## src/sprc_consts.svh

```systemverilog
// offsets, field positions, reset values and timing counts of the sleep/power/reset block
// assumes an 8-bit register port with a 6-bit address and a 125 MHz clock
`ifndef SPRC_CONSTS_SVH
`define SPRC_CONSTS_SVH

`define SPRC_ADDR_W         6
`define SPRC_OFF_GATE       6'h35
`define SPRC_OFF_CTRL       6'h3a
`define SPRC_OFF_KEY        6'h3c
`define SPRC_KEY_SIG        8'hd8
`define SPRC_CTRL_RST       8'h00
`define SPRC_GATE_RST       5'h00
`define SPRC_BIT_SE         0
`define SPRC_BIT_SM_LO      1
`define SPRC_BIT_SM_HI      3
`define SPRC_BIT_BROWNOUT_SLEEP_DISABLE       4
`define SPRC_BIT_RSVD       5
`define SPRC_BIT_ISC_LO     6
`define SPRC_BIT_ISC_HI     7
`define SPRC_GATE_BITS      5
`define SPRC_KEY_WINDOW     3'h4
`define SPRC_CLK_MHZ        125
`define SPRC_TOUT_US        64
`define SPRC_WAKE_US        60
`define SPRC_TOUT_CYC       (`SPRC_TOUT_US * `SPRC_CLK_MHZ)
`define SPRC_WAKE_CYC       (`SPRC_WAKE_US * `SPRC_CLK_MHZ)

`endif

```

## src/sprc_pkg.sv

```systemverilog
// types shared by the sleep/power/reset block
// constants live in sprc_consts.svh
package sprc_pkg;

  typedef enum logic [1:0] {
    SPRC_ST_RUN,
    SPRC_ST_SLEEP,
    SPRC_ST_WAKE
  } sprc_state_t;

  typedef enum logic [1:0] {
    SPRC_MODE_IDLE,
    SPRC_MODE_ADCNR,
    SPRC_MODE_PDOWN,
    SPRC_MODE_STBY
  } sprc_mode_t;

  typedef struct packed {
    logic cpu;
    logic nvm;
    logic io;
    logic adc;
    logic osc;
  } sprc_clk_en_t;

  // bit order matches the peripheral power gate register 4:0
  typedef struct packed {
    logic twi;
    logic spi;
    logic tim1;
    logic tim0;
    logic adc;
  } sprc_periph_t;

  typedef struct packed {
    logic por_low;
    logic ext_pin_n;
    logic ext_en;
    logic wdt_pulse;
    logic bod_low;
    logic bod_fuse_en;
  } sprc_rst_src_t;

endpackage : sprc_pkg

```

## src/sprc_sleep_power_reset_control.sv

```systemverilog
// sleep mode control, peripheral clock gating, protected brown-out sleep disable
// and reset stretching for a small controller
// assumes a one-cycle register port, pulses for sleep and wake, sources on clk
`timescale 1ns/1ps
`include "sprc_consts.svh"

// What this block does
// - reserved control bit 5 and gate bits 7:5 read as zero.
// - setting brown-out sleep disable needs key write within four cycles.
// - brown-out detector off in sleep only if disable bit set at sleep.
// - waking clears the brown-out sleep disable bit.
// - writing zero clears the disable bit without the key.
// - mode field bits 3:1: idle, noise reduction, power-down, standby.
// - sleep request sleeps only while sleep enable bit 0 is one.
// - gate bits 4..0 stop clocks of two-wire, serial, timer1, timer0, converter.
// - released timer resumes from its frozen state.
// - gated converter blocks comparator use of its input multiplexer.
// - reset returns registers to initial values and restarts the processor.
// - port pins go safe at once on any reset source, clockless.
// - internal reset held a delay after all sources go inactive.
// - four sources: power-on, external pin, watchdog, brown-out.
// - power-on restarts the count on rise, resets at once on fall.
// - pin release waits the full delay before the processor runs.
// - pin ignored in power-on count; extends only if low at end.
// - watchdog pulse restarts the count, counting from its falling edge.
// - brown-out low resets at once; release waits for the delay.
// - each sleep mode stops its documented set of clocks.
// - a gated peripheral is frozen and its registers inaccessible.
// - brown-out detector re-enabled on wake, then about 60 us wait.
module sprc_sleep_power_reset_control #(
  parameter int TOUT_CYC = `SPRC_TOUT_CYC,
  parameter int WAKE_CYC = `SPRC_WAKE_CYC
) (
  input  wire logic                       clk,
  input  wire logic                       rst_n,
  input  wire logic [`SPRC_ADDR_W-1:0]    addr,
  input  wire logic [7:0]                 wdata,
  input  wire logic                       wr_en,
  input  wire logic                       rd_en,
  output logic      [7:0]                 rdata,
  input  wire logic                       sleep_instr,
  input  wire logic                       wake_event,
  input  wire sprc_pkg::sprc_rst_src_t    rst_src,
  output sprc_pkg::sprc_clk_en_t          clk_en,
  output sprc_pkg::sprc_periph_t          periph_clk_en,
  output sprc_pkg::sprc_periph_t          periph_access_en,
  output logic                            cmp_mux_allow,
  output logic                            bod_on,
  output logic      [1:0]                 ext_int_sense,
  output logic                            sleeping,
  output logic                            cpu_reset,
  output logic                            port_safe
);

  // mode decode shared by the sleep entry and the clock plan
  function automatic sprc_pkg::sprc_mode_t decode_mode(input logic [2:0] sm);
    sprc_pkg::sprc_mode_t m;
    m = sprc_pkg::SPRC_MODE_IDLE;
    case (sm)
      3'h0:    m = sprc_pkg::SPRC_MODE_IDLE;
      3'h1:    m = sprc_pkg::SPRC_MODE_ADCNR;
      3'h2:    m = sprc_pkg::SPRC_MODE_PDOWN;
      3'h4:    m = sprc_pkg::SPRC_MODE_STBY;
      default: m = sprc_pkg::SPRC_MODE_IDLE;
    endcase
    return m;
  endfunction : decode_mode

  function automatic sprc_pkg::sprc_clk_en_t clk_plan(
    input sprc_pkg::sprc_mode_t mode,
    input logic                 asleep
  );
    sprc_pkg::sprc_clk_en_t c;
    c = '{cpu: 1'b1, nvm: 1'b1, io: 1'b1, adc: 1'b1, osc: 1'b1};
    if (asleep) begin
      case (mode)
        sprc_pkg::SPRC_MODE_IDLE: begin
          c = '{cpu: 1'b0, nvm: 1'b0, io: 1'b1, adc: 1'b1, osc: 1'b1};
        end
        sprc_pkg::SPRC_MODE_ADCNR: begin
          c = '{cpu: 1'b0, nvm: 1'b0, io: 1'b0, adc: 1'b1, osc: 1'b1};
        end
        sprc_pkg::SPRC_MODE_PDOWN: begin
          c = '{cpu: 1'b0, nvm: 1'b0, io: 1'b0, adc: 1'b0, osc: 1'b0};
        end
        sprc_pkg::SPRC_MODE_STBY: begin
          c = '{cpu: 1'b0, nvm: 1'b0, io: 1'b0, adc: 1'b0, osc: 1'b1};
        end
        default: begin
          c = '{cpu: 1'b0, nvm: 1'b0, io: 1'b1, adc: 1'b1, osc: 1'b1};
        end
      endcase
    end
    return c;
  endfunction : clk_plan

  sprc_pkg::sprc_state_t   state_r;
  sprc_pkg::sprc_state_t   state_nxt;
  sprc_pkg::sprc_mode_t    mode_r;
  sprc_pkg::sprc_clk_en_t  clk_en_r;
  sprc_pkg::sprc_periph_t  periph_clk_en_r;
  sprc_pkg::sprc_periph_t  periph_access_en_r;

  logic [1:0]  isc_r;
  logic        brownout_sleep_disable_r;
  logic        brownout_sleep_disable_nxt;
  logic [2:0]  sm_r;
  logic        se_r;
  logic [4:0]  gate_r;
  logic [2:0]  window_r;
  logic        brownout_sleep_disable_slept_r;
  logic        bod_on_r;
  logic [15:0] wake_cnt_r;
  logic [7:0]  rdata_r;
  logic        cmp_mux_allow_r;
  logic        sleeping_r;
  logic        int_reset;

  // control reset word, split into its fields at reset
  localparam logic [7:0] CTRL_RST = `SPRC_CTRL_RST;

  sprc_reset_stretch #(
    .TOUT_CYC  (TOUT_CYC)
  ) u_stretch (
    .clk       (clk),
    .rst_n     (rst_n),
    .src       (rst_src),
    .bod_armed (bod_on_r),
    .int_reset (int_reset),
    .port_safe (port_safe)
  );

  // register port decode
  wire sel_ctrl   = (addr == `SPRC_OFF_CTRL);
  wire sel_gate   = (addr == `SPRC_OFF_GATE);
  wire sel_key    = (addr == `SPRC_OFF_KEY);
  wire wr_ctrl    = wr_en & sel_ctrl;
  wire wr_gate    = wr_en & sel_gate;
  wire key_ok     = wr_en & sel_key & (wdata == `SPRC_KEY_SIG);
  wire window_on  = (window_r != 3'h0);
  wire wr_brownout_sleep_disable    = wdata[`SPRC_BIT_BROWNOUT_SLEEP_DISABLE];
  wire [2:0] wr_sm = wdata[`SPRC_BIT_SM_HI:`SPRC_BIT_SM_LO];

  wire [7:0] ctrl_view = {isc_r, 1'b0, brownout_sleep_disable_r, sm_r, se_r};
  wire [7:0] gate_view = {3'h0, gate_r};
  wire [7:0] rd_mux    = sel_ctrl ? ctrl_view :
                         sel_gate ? gate_view :
                         sel_key  ? {7'h00, window_on} : 8'h00;

  // sleep sequencing
  wire in_run     = (state_r == sprc_pkg::SPRC_ST_RUN);
  wire sleep_go   = sleep_instr & in_run & se_r;
  wire wake_now   = wake_event & (state_r == sprc_pkg::SPRC_ST_SLEEP);
  wire wake_done  = (wake_cnt_r == 16'(WAKE_CYC));
  wire asleep_nxt = (state_nxt == sprc_pkg::SPRC_ST_SLEEP);
  wire settle_nxt = (state_nxt == sprc_pkg::SPRC_ST_WAKE);
  // the detector settle wait keeps the processor halted, as in idle
  wire halt_nxt   = asleep_nxt | settle_nxt;

  sprc_pkg::sprc_mode_t mode_nxt;
  assign mode_nxt = sleep_go ? decode_mode(sm_r) : mode_r;

  sprc_pkg::sprc_mode_t plan_mode;
  assign plan_mode = settle_nxt ? sprc_pkg::SPRC_MODE_IDLE : mode_nxt;

  sprc_pkg::sprc_clk_en_t clk_plan_nxt;
  assign clk_plan_nxt = clk_plan(plan_mode, halt_nxt);

  // off only while asleep after a sleep taken with the disable bit set
  wire brownout_sleep_disable_in_force = sleep_go ? brownout_sleep_disable_r : brownout_sleep_disable_slept_r;
  wire bod_on_nxt    = ~(asleep_nxt & brownout_sleep_disable_in_force);

  // peripheral clocks ride the io or converter domain, then the gate bits
  sprc_pkg::sprc_periph_t gate_nxt;
  sprc_pkg::sprc_periph_t domain_nxt;
  assign gate_nxt   = wr_gate ? wdata[4:0] : gate_r;
  assign domain_nxt = '{twi:  clk_plan_nxt.io,
                        spi:  clk_plan_nxt.io,
                        tim1: clk_plan_nxt.io,
                        tim0: clk_plan_nxt.io,
                        adc:  clk_plan_nxt.adc};

  always_comb begin
    state_nxt = state_r;
    case (state_r)
      sprc_pkg::SPRC_ST_RUN: begin
        if (sleep_go) begin
          state_nxt = sprc_pkg::SPRC_ST_SLEEP;
        end
      end
      sprc_pkg::SPRC_ST_SLEEP: begin
        if (wake_event) begin
          // detector needs its settle time only after it was switched off
          state_nxt = brownout_sleep_disable_slept_r ? sprc_pkg::SPRC_ST_WAKE
                                   : sprc_pkg::SPRC_ST_RUN;
        end
      end
      sprc_pkg::SPRC_ST_WAKE: begin
        if (wake_done) begin
          state_nxt = sprc_pkg::SPRC_ST_RUN;
        end
      end
      default: begin
        state_nxt = sprc_pkg::SPRC_ST_RUN;
      end
    endcase
  end

  // protected set; a set in the wake cycle wins over the wake clear
  always_comb begin
    brownout_sleep_disable_nxt = brownout_sleep_disable_r;
    if (wr_ctrl && wr_brownout_sleep_disable && window_on) begin
      brownout_sleep_disable_nxt = 1'b1;
    end else if (wake_now) begin
      brownout_sleep_disable_nxt = 1'b0;
    end else if (wr_ctrl && !wr_brownout_sleep_disable) begin
      brownout_sleep_disable_nxt = 1'b0;
    end
  end

  always_ff @(posedge clk or negedge rst_n) begin
    if (!rst_n) begin
      window_r <= 3'h0;
    end else if (int_reset) begin
      window_r <= 3'h0;
    end else if (key_ok) begin
      window_r <= `SPRC_KEY_WINDOW;
    end else if (wr_ctrl) begin
      window_r <= 3'h0;
    end else if (window_on) begin
      window_r <= window_r - 3'h1;
    end
  end

  always_ff @(posedge clk or negedge rst_n) begin
    if (!rst_n) begin
      isc_r  <= CTRL_RST[`SPRC_BIT_ISC_HI:`SPRC_BIT_ISC_LO];
      sm_r   <= CTRL_RST[`SPRC_BIT_SM_HI:`SPRC_BIT_SM_LO];
      se_r   <= CTRL_RST[`SPRC_BIT_SE];
      brownout_sleep_disable_r <= CTRL_RST[`SPRC_BIT_BROWNOUT_SLEEP_DISABLE];
      gate_r <= `SPRC_GATE_RST;
    end else if (int_reset) begin
      isc_r  <= 2'h0;
      sm_r   <= 3'h0;
      se_r   <= 1'b0;
      brownout_sleep_disable_r <= 1'b0;
      gate_r <= `SPRC_GATE_RST;
    end else begin
      brownout_sleep_disable_r <= brownout_sleep_disable_nxt;
      gate_r <= gate_nxt;
      if (wr_ctrl) begin
        isc_r <= wdata[`SPRC_BIT_ISC_HI:`SPRC_BIT_ISC_LO];
        sm_r  <= wr_sm;
        se_r  <= wdata[`SPRC_BIT_SE];
      end
    end
  end

  always_ff @(posedge clk or negedge rst_n) begin
    if (!rst_n) begin
      state_r      <= sprc_pkg::SPRC_ST_RUN;
      mode_r       <= sprc_pkg::SPRC_MODE_IDLE;
      brownout_sleep_disable_slept_r <= 1'b0;
    end else if (int_reset) begin
      state_r      <= sprc_pkg::SPRC_ST_RUN;
      mode_r       <= sprc_pkg::SPRC_MODE_IDLE;
      brownout_sleep_disable_slept_r <= 1'b0;
    end else begin
      state_r <= state_nxt;
      mode_r  <= mode_nxt;
      if (sleep_go) begin
        brownout_sleep_disable_slept_r <= brownout_sleep_disable_r;
      end
    end
  end

  always_ff @(posedge clk or negedge rst_n) begin
    if (!rst_n) begin
      wake_cnt_r <= 16'h0000;
    end else if (state_r != sprc_pkg::SPRC_ST_WAKE) begin
      wake_cnt_r <= 16'h0000;
    end else if (!wake_done) begin
      wake_cnt_r <= wake_cnt_r + 16'h0001;
    end
  end

  // detector stays on through reset so brown-out can still trip
  always_ff @(posedge clk or negedge rst_n) begin
    if (!rst_n) begin
      bod_on_r <= 1'b1;
    end else if (int_reset) begin
      bod_on_r <= 1'b1;
    end else begin
      bod_on_r <= bod_on_nxt;
    end
  end

  // gating only drops the enable, so a timer holds its count until released
  always_ff @(posedge clk or negedge rst_n) begin
    if (!rst_n) begin
      clk_en_r           <= '{cpu: 1'b0, nvm: 1'b0, io: 1'b0, adc: 1'b0, osc: 1'b1};
      periph_clk_en_r    <= '0;
      periph_access_en_r <= '0;
      cmp_mux_allow_r    <= 1'b0;
      sleeping_r         <= 1'b0;
    end else if (int_reset) begin
      clk_en_r           <= '{cpu: 1'b0, nvm: 1'b0, io: 1'b0, adc: 1'b0, osc: 1'b1};
      periph_clk_en_r    <= '0;
      periph_access_en_r <= '0;
      cmp_mux_allow_r    <= 1'b0;
      sleeping_r         <= 1'b0;
    end else begin
      clk_en_r           <= clk_plan_nxt;
      periph_clk_en_r    <= domain_nxt & ~gate_nxt;
      periph_access_en_r <= ~gate_nxt;
      cmp_mux_allow_r    <= ~gate_nxt.adc;
      sleeping_r         <= (state_nxt != sprc_pkg::SPRC_ST_RUN);
    end
  end

  always_ff @(posedge clk or negedge rst_n) begin
    if (!rst_n) begin
      rdata_r <= 8'h00;
    end else begin
      rdata_r <= rd_en ? rd_mux : 8'h00;
    end
  end

  assign rdata            = rdata_r;
  assign clk_en           = clk_en_r;
  assign periph_clk_en    = periph_clk_en_r;
  assign periph_access_en = periph_access_en_r;
  assign cmp_mux_allow    = cmp_mux_allow_r;
  assign bod_on           = bod_on_r;
  assign ext_int_sense    = isc_r;
  assign sleeping         = sleeping_r;
  assign cpu_reset        = int_reset;

endmodule : sprc_sleep_power_reset_control

```

## src/sprc_reset_stretch.sv

```systemverilog
// reset combiner and delay counter
// assumes reset source levels synchronous to clk; rst_n is the raw logic reset
`timescale 1ns/1ps
`include "sprc_consts.svh"

module sprc_reset_stretch #(
  parameter int TOUT_CYC = `SPRC_TOUT_CYC
) (
  input  wire logic                   clk,
  input  wire logic                   rst_n,
  input  wire sprc_pkg::sprc_rst_src_t src,
  input  wire logic                   bod_armed,
  output logic                        int_reset,
  output logic                        port_safe
);

  logic        por_phase_r;
  logic        int_reset_r;
  logic        port_safe_r;
  logic [15:0] cnt_r;

  wire ext_low    = src.ext_en & ~src.ext_pin_n;
  wire bod_trip   = src.bod_fuse_en & bod_armed & src.bod_low;
  // pin is ignored while the power-on count runs
  wire src_active = src.por_low | src.wdt_pulse | bod_trip
                  | (ext_low & ~por_phase_r);
  wire cnt_done   = (cnt_r == 16'(TOUT_CYC));
  wire release_ok = cnt_done & ~src_active & ~ext_low;
  wire any_src    = src.por_low | src.wdt_pulse | bod_trip | ext_low;
  // async clear so pins go safe with no running clock
  wire hard_rst_n = rst_n & ~any_src;

  always_ff @(posedge clk or negedge rst_n) begin
    if (!rst_n) begin
      cnt_r <= 16'h0000;
    end else if (src_active) begin
      cnt_r <= 16'h0000;
    end else if (!cnt_done) begin
      cnt_r <= cnt_r + 16'h0001;
    end
  end

  always_ff @(posedge clk or negedge rst_n) begin
    if (!rst_n) begin
      por_phase_r <= 1'b1;
      int_reset_r <= 1'b1;
    end else begin
      por_phase_r <= src.por_low | (por_phase_r & ~cnt_done);
      int_reset_r <= src_active | ~release_ok;
    end
  end

  always_ff @(posedge clk or negedge hard_rst_n) begin
    if (!hard_rst_n) begin
      port_safe_r <= 1'b1;
    end else begin
      port_safe_r <= src_active | ~release_ok;
    end
  end

  assign int_reset = int_reset_r;
  assign port_safe = port_safe_r;

endmodule : sprc_reset_stretch

```

## config.mk

```make
export PLATFORM = sky130hd
export DESIGN_NAME = sprc_sleep_power_reset_control
export DESIGN_NICKNAME = d
export VERILOG_FILES = /design/src/sprc_pkg.sv /design/src/sprc_sleep_power_reset_control.sv /design/src/sprc_reset_stretch.sv
export VERILOG_INCLUDE_DIRS = /design/src
export SDC_FILE = /design/constraint.sdc
export NUM_CORES = 1
export LEC_CHECK = 0
export ABC_AREA = 1
export BUFFER_PORTS_ARGS = -buffer_cell sky130_fd_sc_hd__buf_2
export CORE_UTILIZATION = 57
export DETAILED_ROUTE_END_ITERATION = 16
export GPL_ROUTABILITY_DRIVEN = 0
export MAX_ROUTING_LAYER = met4
export PLACE_DENSITY_LB_ADDON = 0.2
export SYNTH_ARGS = -nofsm -noshare
export SYNTH_HDL_FRONTEND = slang
export SYNTH_HIERARCHICAL = 1
export SYNTH_SLANG_ARGS = --single-unit
```

## constraint.sdc

```tcl
create_clock -name clk -period 0.9 [get_ports clk]
set_clock_uncertainty 0.15 [all_clocks]
set_input_delay 0.045 -clock clk [delete_from_list [all_inputs] [get_ports clk]]
set_output_delay 0.045 -clock clk [all_outputs]
set_load 0.02 [all_outputs]
```

==> results of run 1 <==
## synth_stat cells
cell type / instances
nand2_1: 99
dfstp_2: 5
nor2_1: 72
nand3_1: 41
dfrtp_1: 73
a31oi_1: 3
conb_1: 1
inv_2: 3
nand3b_1: 2
o21ai_0: 19
nor3_1: 4
o211ai_1: 1
inv_1: 68
nand4_1: 14
ha_1: 9
nor3b_1: 2
o21bai_2: 1
o22ai_1: 8
a21oi_1: 18
nor2_2: 7
and2_1: 2
nand2_2: 10
nor3_2: 2
buf_4: 4
o21ai_2: 2
clkbuf_1: 2
buf_2: 2
xor2_1: 4
o21bai_1: 3
a21o_1: 1
nor2_4: 4
nor3_4: 1
## stage by stage
stage	setup WS [ps]	setup TNS [ps]	instances	hold WS (ps)
after floorplan	-1037	-31880	487	-400.6
after global placement	-1091	-35760	694	-238.4
after detailed placement	-1270	-40860	694	-237.2
## cells by family after synthesis
| group | count (synthesis) | share of synthesized area |
|---|---|---|
| buf+inv | 79 | 0.07994 |
| simple gates | 260 | 0.3016 |
| other cells | 1 | 0.0009545 |
| flops | 78 | 0.4984 |
| xor+xnor | 4 | 0.008916 |
| fa+ha+maj | 9 | 0.02866 |
| compound gates | 56 | 0.08153 |
==> run_summary.xml, run 1 <==
<?xml version="1.0" encoding="UTF-8"?>
<metrics>
  <group name="placement">
    <metric name="io_buffers" unit="">54</metric>
    <metric name="placement.cell_area" unit="um2">5049</metric>
    <metric name="dpl.hpwl" unit="um">7738</metric>
  </group>
  <group name="synth">
    <metric name="synthTopCellsByArea" unit="">dfrtp_1 (46%), nand2_1 (9.5%), nor2_1 (6.9%)</metric>
    <metric name="distinct_cells_synth" unit="">32</metric>
    <metric name="ys_seq_area_frac" unit="">0.4984</metric>
    <metric name="post_synthesis_mean_instance_area" unit="um2">8.067</metric>
    <metric name="yosysWarnings" unit="">6</metric>
    <metric name="syn-cell-area" unit="um2">3929</metric>
    <metric name="syn-num-nets" unit="">522</metric>
    <metric name="synth_largest_area_cell" unit="">dfrtp_1</metric>
    <metric name="post-synth-top-area-fraction" unit="">0.4650</metric>
    <metric name="yosys_register_bits" unit="">78</metric>
    <metric name="gate_count_after_technology_mapping" unit="">487</metric>
  </group>
  <group name="outcome">
    <metric name="status" unit="">did not finish</metric>
    <metric name="error_message" unit="">[ERROR DPL-0033] detailed placement checks failed during check placement.</metric>
    <metric name="stop_stage" unit="">clock tree synthesis (4_1_cts)</metric>
  </group>
  <group name="clock_network">
    <metric name="clk_path_buf_depth" unit="">2</metric>
    <metric name="tritoncts.num_buffers" unit="">9</metric>
    <metric name="cts-root-buf" unit="">clkbuf_8</metric>
    <metric name="cts_hold_repair.buffers" unit="">9</metric>
    <metric name="post_cts_buffers" unit="">43</metric>
    <metric name="cts.repair.resized" unit="">213</metric>
    <metric name="htree_num_levels" unit="">3</metric>
    <metric name="numClockSinks" unit="">78</metric>
  </group>
  <group name="floorplan">
    <metric name="die_w" unit="um">85.02</metric>
    <metric name="start_util" unit="">0.6049</metric>
    <metric name="pin_count" unit="">56</metric>
    <metric name="die_h" unit="um">85.02</metric>
    <metric name="std_cell_rows" unit="">29</metric>
  </group>
</metrics>
==> run 2, diff against run 1 <==
--- a/config.mk
+++ b/config.mk
@@ -8,11 +8,10 @@
 export LEC_CHECK = 0
 export ABC_AREA = 1
 export BUFFER_PORTS_ARGS = -buffer_cell sky130_fd_sc_hd__buf_2
-export CORE_UTILIZATION = 57
+export CORE_UTILIZATION = 40
 export DETAILED_ROUTE_END_ITERATION = 16
 export GPL_ROUTABILITY_DRIVEN = 0
-export MAX_ROUTING_LAYER = met4
-export PLACE_DENSITY_LB_ADDON = 0.2
+export PLACE_DENSITY_LB_ADDON = 0.15
 export SYNTH_ARGS = -nofsm -noshare
 export SYNTH_HDL_FRONTEND = slang
 export SYNTH_HIERARCHICAL = 1
==> run_summary.xml, run 2 <==
<?xml version="1.0" encoding="UTF-8"?>
<metrics>
  <group name="floorplan">
    <metric name="die_h" unit="um">101.1</metric>
    <metric name="die_w" unit="um">101.1</metric>
    <metric name="design.core.area" unit="um2">9371</metric>
    <metric name="pin_count" unit="">56</metric>
    <metric name="die_area" unit="um2">10220</metric>
    <metric name="start_util" unit="">0.4192</metric>
    <metric name="std_cell_rows" unit="">35</metric>
  </group>
  <group name="placement">
    <metric name="dp_worst_setup_slack" unit="ps">-1175</metric>
    <metric name="io_buffers" unit="">54</metric>
    <metric name="dpl.hpwl" unit="um">7367</metric>
    <metric name="dp_cells" unit="">752</metric>
  </group>
  <group name="worst_setup_path">
    <metric name="crit-reg2reg-launch" unit="">wake_cnt_r[0]</metric>
    <metric name="timing.critical_path.to" unit="">periph_clk_en[2]</metric>
    <metric name="r2r_setup_slack" unit="ps">-1100</metric>
    <metric name="worstPathRequired" unit="ps">1010</metric>
    <metric name="endpoint_kind" unit="">register</metric>
    <metric name="ff2ff_path_depth" unit="">13</metric>
    <metric name="worstSetupStartpointType" unit="">register</metric>
    <metric name="critPathMaxFanout" unit="">5</metric>
    <metric name="crit_type" unit="">reg -&gt; reg</metric>
    <metric name="reg2reg_to" unit="">periph_clk_en[2]</metric>
    <metric name="cp.arrival" unit="ps">2110</metric>
    <metric name="cp-startpoint" unit="">wake_cnt_r[0]</metric>
  </group>
  <group name="layout">
    <metric name="finish.cell_count_without_fillers" unit="">815</metric>
    <metric name="post_route_cells_drive_above_1_share" unit="">0.5408</metric>
    <metric name="final_cell_mix" unit="">buf_4 (96), nand2_1 (73), dfrtp_1 (66)</metric>
    <metric name="mostFrequentLayoutCell" unit="">buf_4</metric>
    <metric name="antenna-diode-count" unit="">0</metric>
    <metric name="area_added_between_synthesis_and_finish" unit="%">69.08</metric>
    <metric name="nFillCells" unit="">691</metric>
    <metric name="finish.net_count" unit="">716</metric>
  </group>
  <group name="route">
    <metric name="drc" unit="">0</metric>
    <metric name="postRouteWirelength" unit="um">12050</metric>
    <metric name="drt_pass1_iterations" unit="">4</metric>
    <metric name="drt-vias-per-instance" unit="">4.904</metric>
    <metric name="route.antenna.remaining_nets" unit="">0</metric>
    <metric name="met2WireLength" unit="um">6688</metric>
    <metric name="topRoutingLayerUsed" unit="">met4</metric>
    <metric name="drt-wirelength-per-cell" unit="um">14.79</metric>
    <metric name="met3RoutedLength" unit="um">342</metric>
    <metric name="route.layer.met1.wl" unit="um">4830</metric>
    <metric name="drt_first_iter_violations" unit="">134</metric>
    <metric name="vias" unit="">3997</metric>
  </group>
  <group name="pwr">
    <metric name="reported_leakage_power" unit="nW">3.112</metric>
    <metric name="worst_vdd_ir" unit="uV">1285</metric>
    <metric name="design_power_total" unit="W">0.006534</metric>
    <metric name="power.density_cell_area" unit="nW/um2">983.6</metric>
  </group>
  <group name="synth">
    <metric name="post-synth-top-area-fraction" unit="">0.4650</metric>
    <metric name="syn-num-nets" unit="">522</metric>
    <metric name="syn-cell-area" unit="um2">3929</metric>
    <metric name="postSynth.asyncResetShare" unit="">1.000</metric>
    <metric name="synthTopCellsByCount" unit="">nand2_1 (99), dfrtp_1 (73), nor2_1 (72)</metric>
    <metric name="yosys_register_bits" unit="">78</metric>
    <metric name="post_synthesis_mean_instance_area" unit="um2">8.067</metric>
    <metric name="synth_most_common_cell" unit="">nand2_1</metric>
    <metric name="postSynth.topFlopCell" unit="">dfrtp_1</metric>
    <metric name="yosysWarnings" unit="">6</metric>
    <metric name="synthTopCellsByArea" unit="">dfrtp_1 (46%), nand2_1 (9.5%), nor2_1 (6.9%)</metric>
    <metric name="synth_largest_area_cell" unit="">dfrtp_1</metric>
    <metric name="number_of_enable_type_register_cells_in_the_synthesized_netlist" unit="">0</metric>
    <metric name="gate_count_after_technology_mapping" unit="">487</metric>
    <metric name="distinct_cells_synth" unit="">32</metric>
    <metric name="ys_seq_area_frac" unit="">0.4984</metric>
  </group>
  <group name="clock_network">
    <metric name="worst_skew_pair.late_latency" unit="ps">370</metric>
    <metric name="cts-root-buf" unit="">clkbuf_8</metric>
    <metric name="numClockSinks" unit="">78</metric>
    <metric name="cts_tree" unit="">done</metric>
    <metric name="tritoncts.num_buffers" unit="">9</metric>
    <metric name="htree_num_levels" unit="">3</metric>
    <metric name="worst_setup_hold_path_clk_slew" unit="ps">100</metric>
    <metric name="clk_path_buf_depth" unit="">2</metric>
  </group>
  <group name="sta">
    <metric name="max_clock_freq" unit="MHz">499.9</metric>
    <metric name="report.final.setup_viol" unit="">104</metric>
    <metric name="shortest_clock_period_the_worst_path_allows_after_layout" unit="ps">2000</metric>
    <metric name="timing_hold_violations_final" unit="">11</metric>
    <metric name="fin_hold_ws" unit="ps">-83.49</metric>
    <metric name="rsz0062_at_grt" unit="">true</metric>
    <metric name="layout_worst_path_cycle_share" unit="">2.222</metric>
    <metric name="fin_ws" unit="ps">-1100</metric>
    <metric name="timing.final.max_slew_violations" unit="">0</metric>
  </group>
  <group name="outcome">
    <metric name="violations" unit="">hold timing, setup timing</metric>
    <metric name="status" unit="">finished with violations</metric>
  </group>
  <group name="run">
    <metric name="max_cap_violations" unit="">0</metric>
  </group>
  <group name="global_route">
    <metric name="first_global_vias" unit="">4059</metric>
    <metric name="grt_antenna_before_repair" unit="">0</metric>
    <metric name="globalRoute.totalOverflow" unit="">0</metric>
    <metric name="grt_start_max_net_pins" unit="">24</metric>
    <metric name="wire_length_of_the_first_global_routing_pass" unit="um">19070</metric>
    <metric name="globalRouteTotalUtil" unit="">0.2424</metric>
  </group>
  <group name="hold_path">
    <metric name="worst_hold_path_type" unit="">in -&gt; async</metric>
  </group>
</metrics>
run 2: critical path, cell delays in order, from the launching register on:
cell,delay (ps)
dfrtp_1,400
inv_2,80
ha_4,130
inv_2,30
nor3_2,110
nand3_2,130
nand2_2,100
nand2_2,70
inv_2,80
ha_4,210
nor2_4,120
nand3_4,110
nand3_4,130
nor2_2,50
run 2: kinds of logic (layout without fill, tap and decap cells):
| group | after synthesis | after routing | synth area share |
|---|---|---|---|
| adders and majority gates | 9 | 9 | 0.02866 |
| and+or+nand+nor | 260 | 260 | 0.3016 |
| buffers and inverters | 79 | 278 | 0.07994 |
| other | 1 | 1 | 0.0009545 |
| AOI/OAI and AO/OA | 56 | 56 | 0.08153 |
| xor gates and xnor gates | 4 | 4 | 0.008916 |
| DFF | 78 | 78 | 0.4984 |
run 2: where the power goes:
group	total, W	leakage (nW)	switching, W	internal, W
Sequential	0.00351	1.06	0.00000703	0.00351
Clock	0.00256	0.0903	0.00150	0.00106
Combinational	0.000462	1.96	0.000244	0.000218
Total	0.00653	3.11	0.00175	0.00479
run 2: timing repair:
action                                  CTS  global route
pin swaps                                49            49
resized for setup                       189            80
cloned                                    3             0
hold buffers                             10             1
endpoints found under the hold margin    91            11
endpoints found under the setup margin  104           108
setup buffers                            22            26
run 2: stage by stage:
stage	instance area, um2	setup TNS, ps	utilization	hold WS (ps)
floorplan	4089	-31880	-	-400.6
global placement	5159	-36770	0.5505	-230.0
detailed placement	5159	-38780	0.5505	-229.2
CTS	6321	-44760	0.6745	-88.35
global route	6643	-51880	0.7088	-66.74
finish	6643	-46270	0.7088	-83.49
run 2: how the worst min path moves through the flow:
stage,cells past startpoint,end,from
final,6,u_stretch/port_safe,rst_src[0]
after global routing,2,clk_en[4],rst_n
after CTS,2,clk_en[4],rst_n
after detailed placement,1,u_stretch/cnt_r[11],rst_n
after global placement,1,u_stretch/cnt_r[11],rst_n
after floorplan,0,brownout_sleep_disable_r,rst_n
run 2: layer usage:
metal,track usage,vias to the layer above
li1,-,1954
met1,0.2831,1950
met2,0.4485,70
met3,0.05062,23
met4,0.06577,0
met5,0,-
run 2: layout make-up:
type | count | area, um2 | area share
multi-input cells | 330 | 2350 | 0.3537
clock buffers | 9 | 123.9 | 0.01865
clock inverters | 7 | 63.81 | 0.009606
inverters | 71 | 290.3 | 0.04370
well taps | 129 | 161.4 | 0.02430
flip-flops and latches | 78 | 1967 | 0.2961
repair buffers | 191 | 1687 | 0.2539
Power figures use the tool's default switching activity.
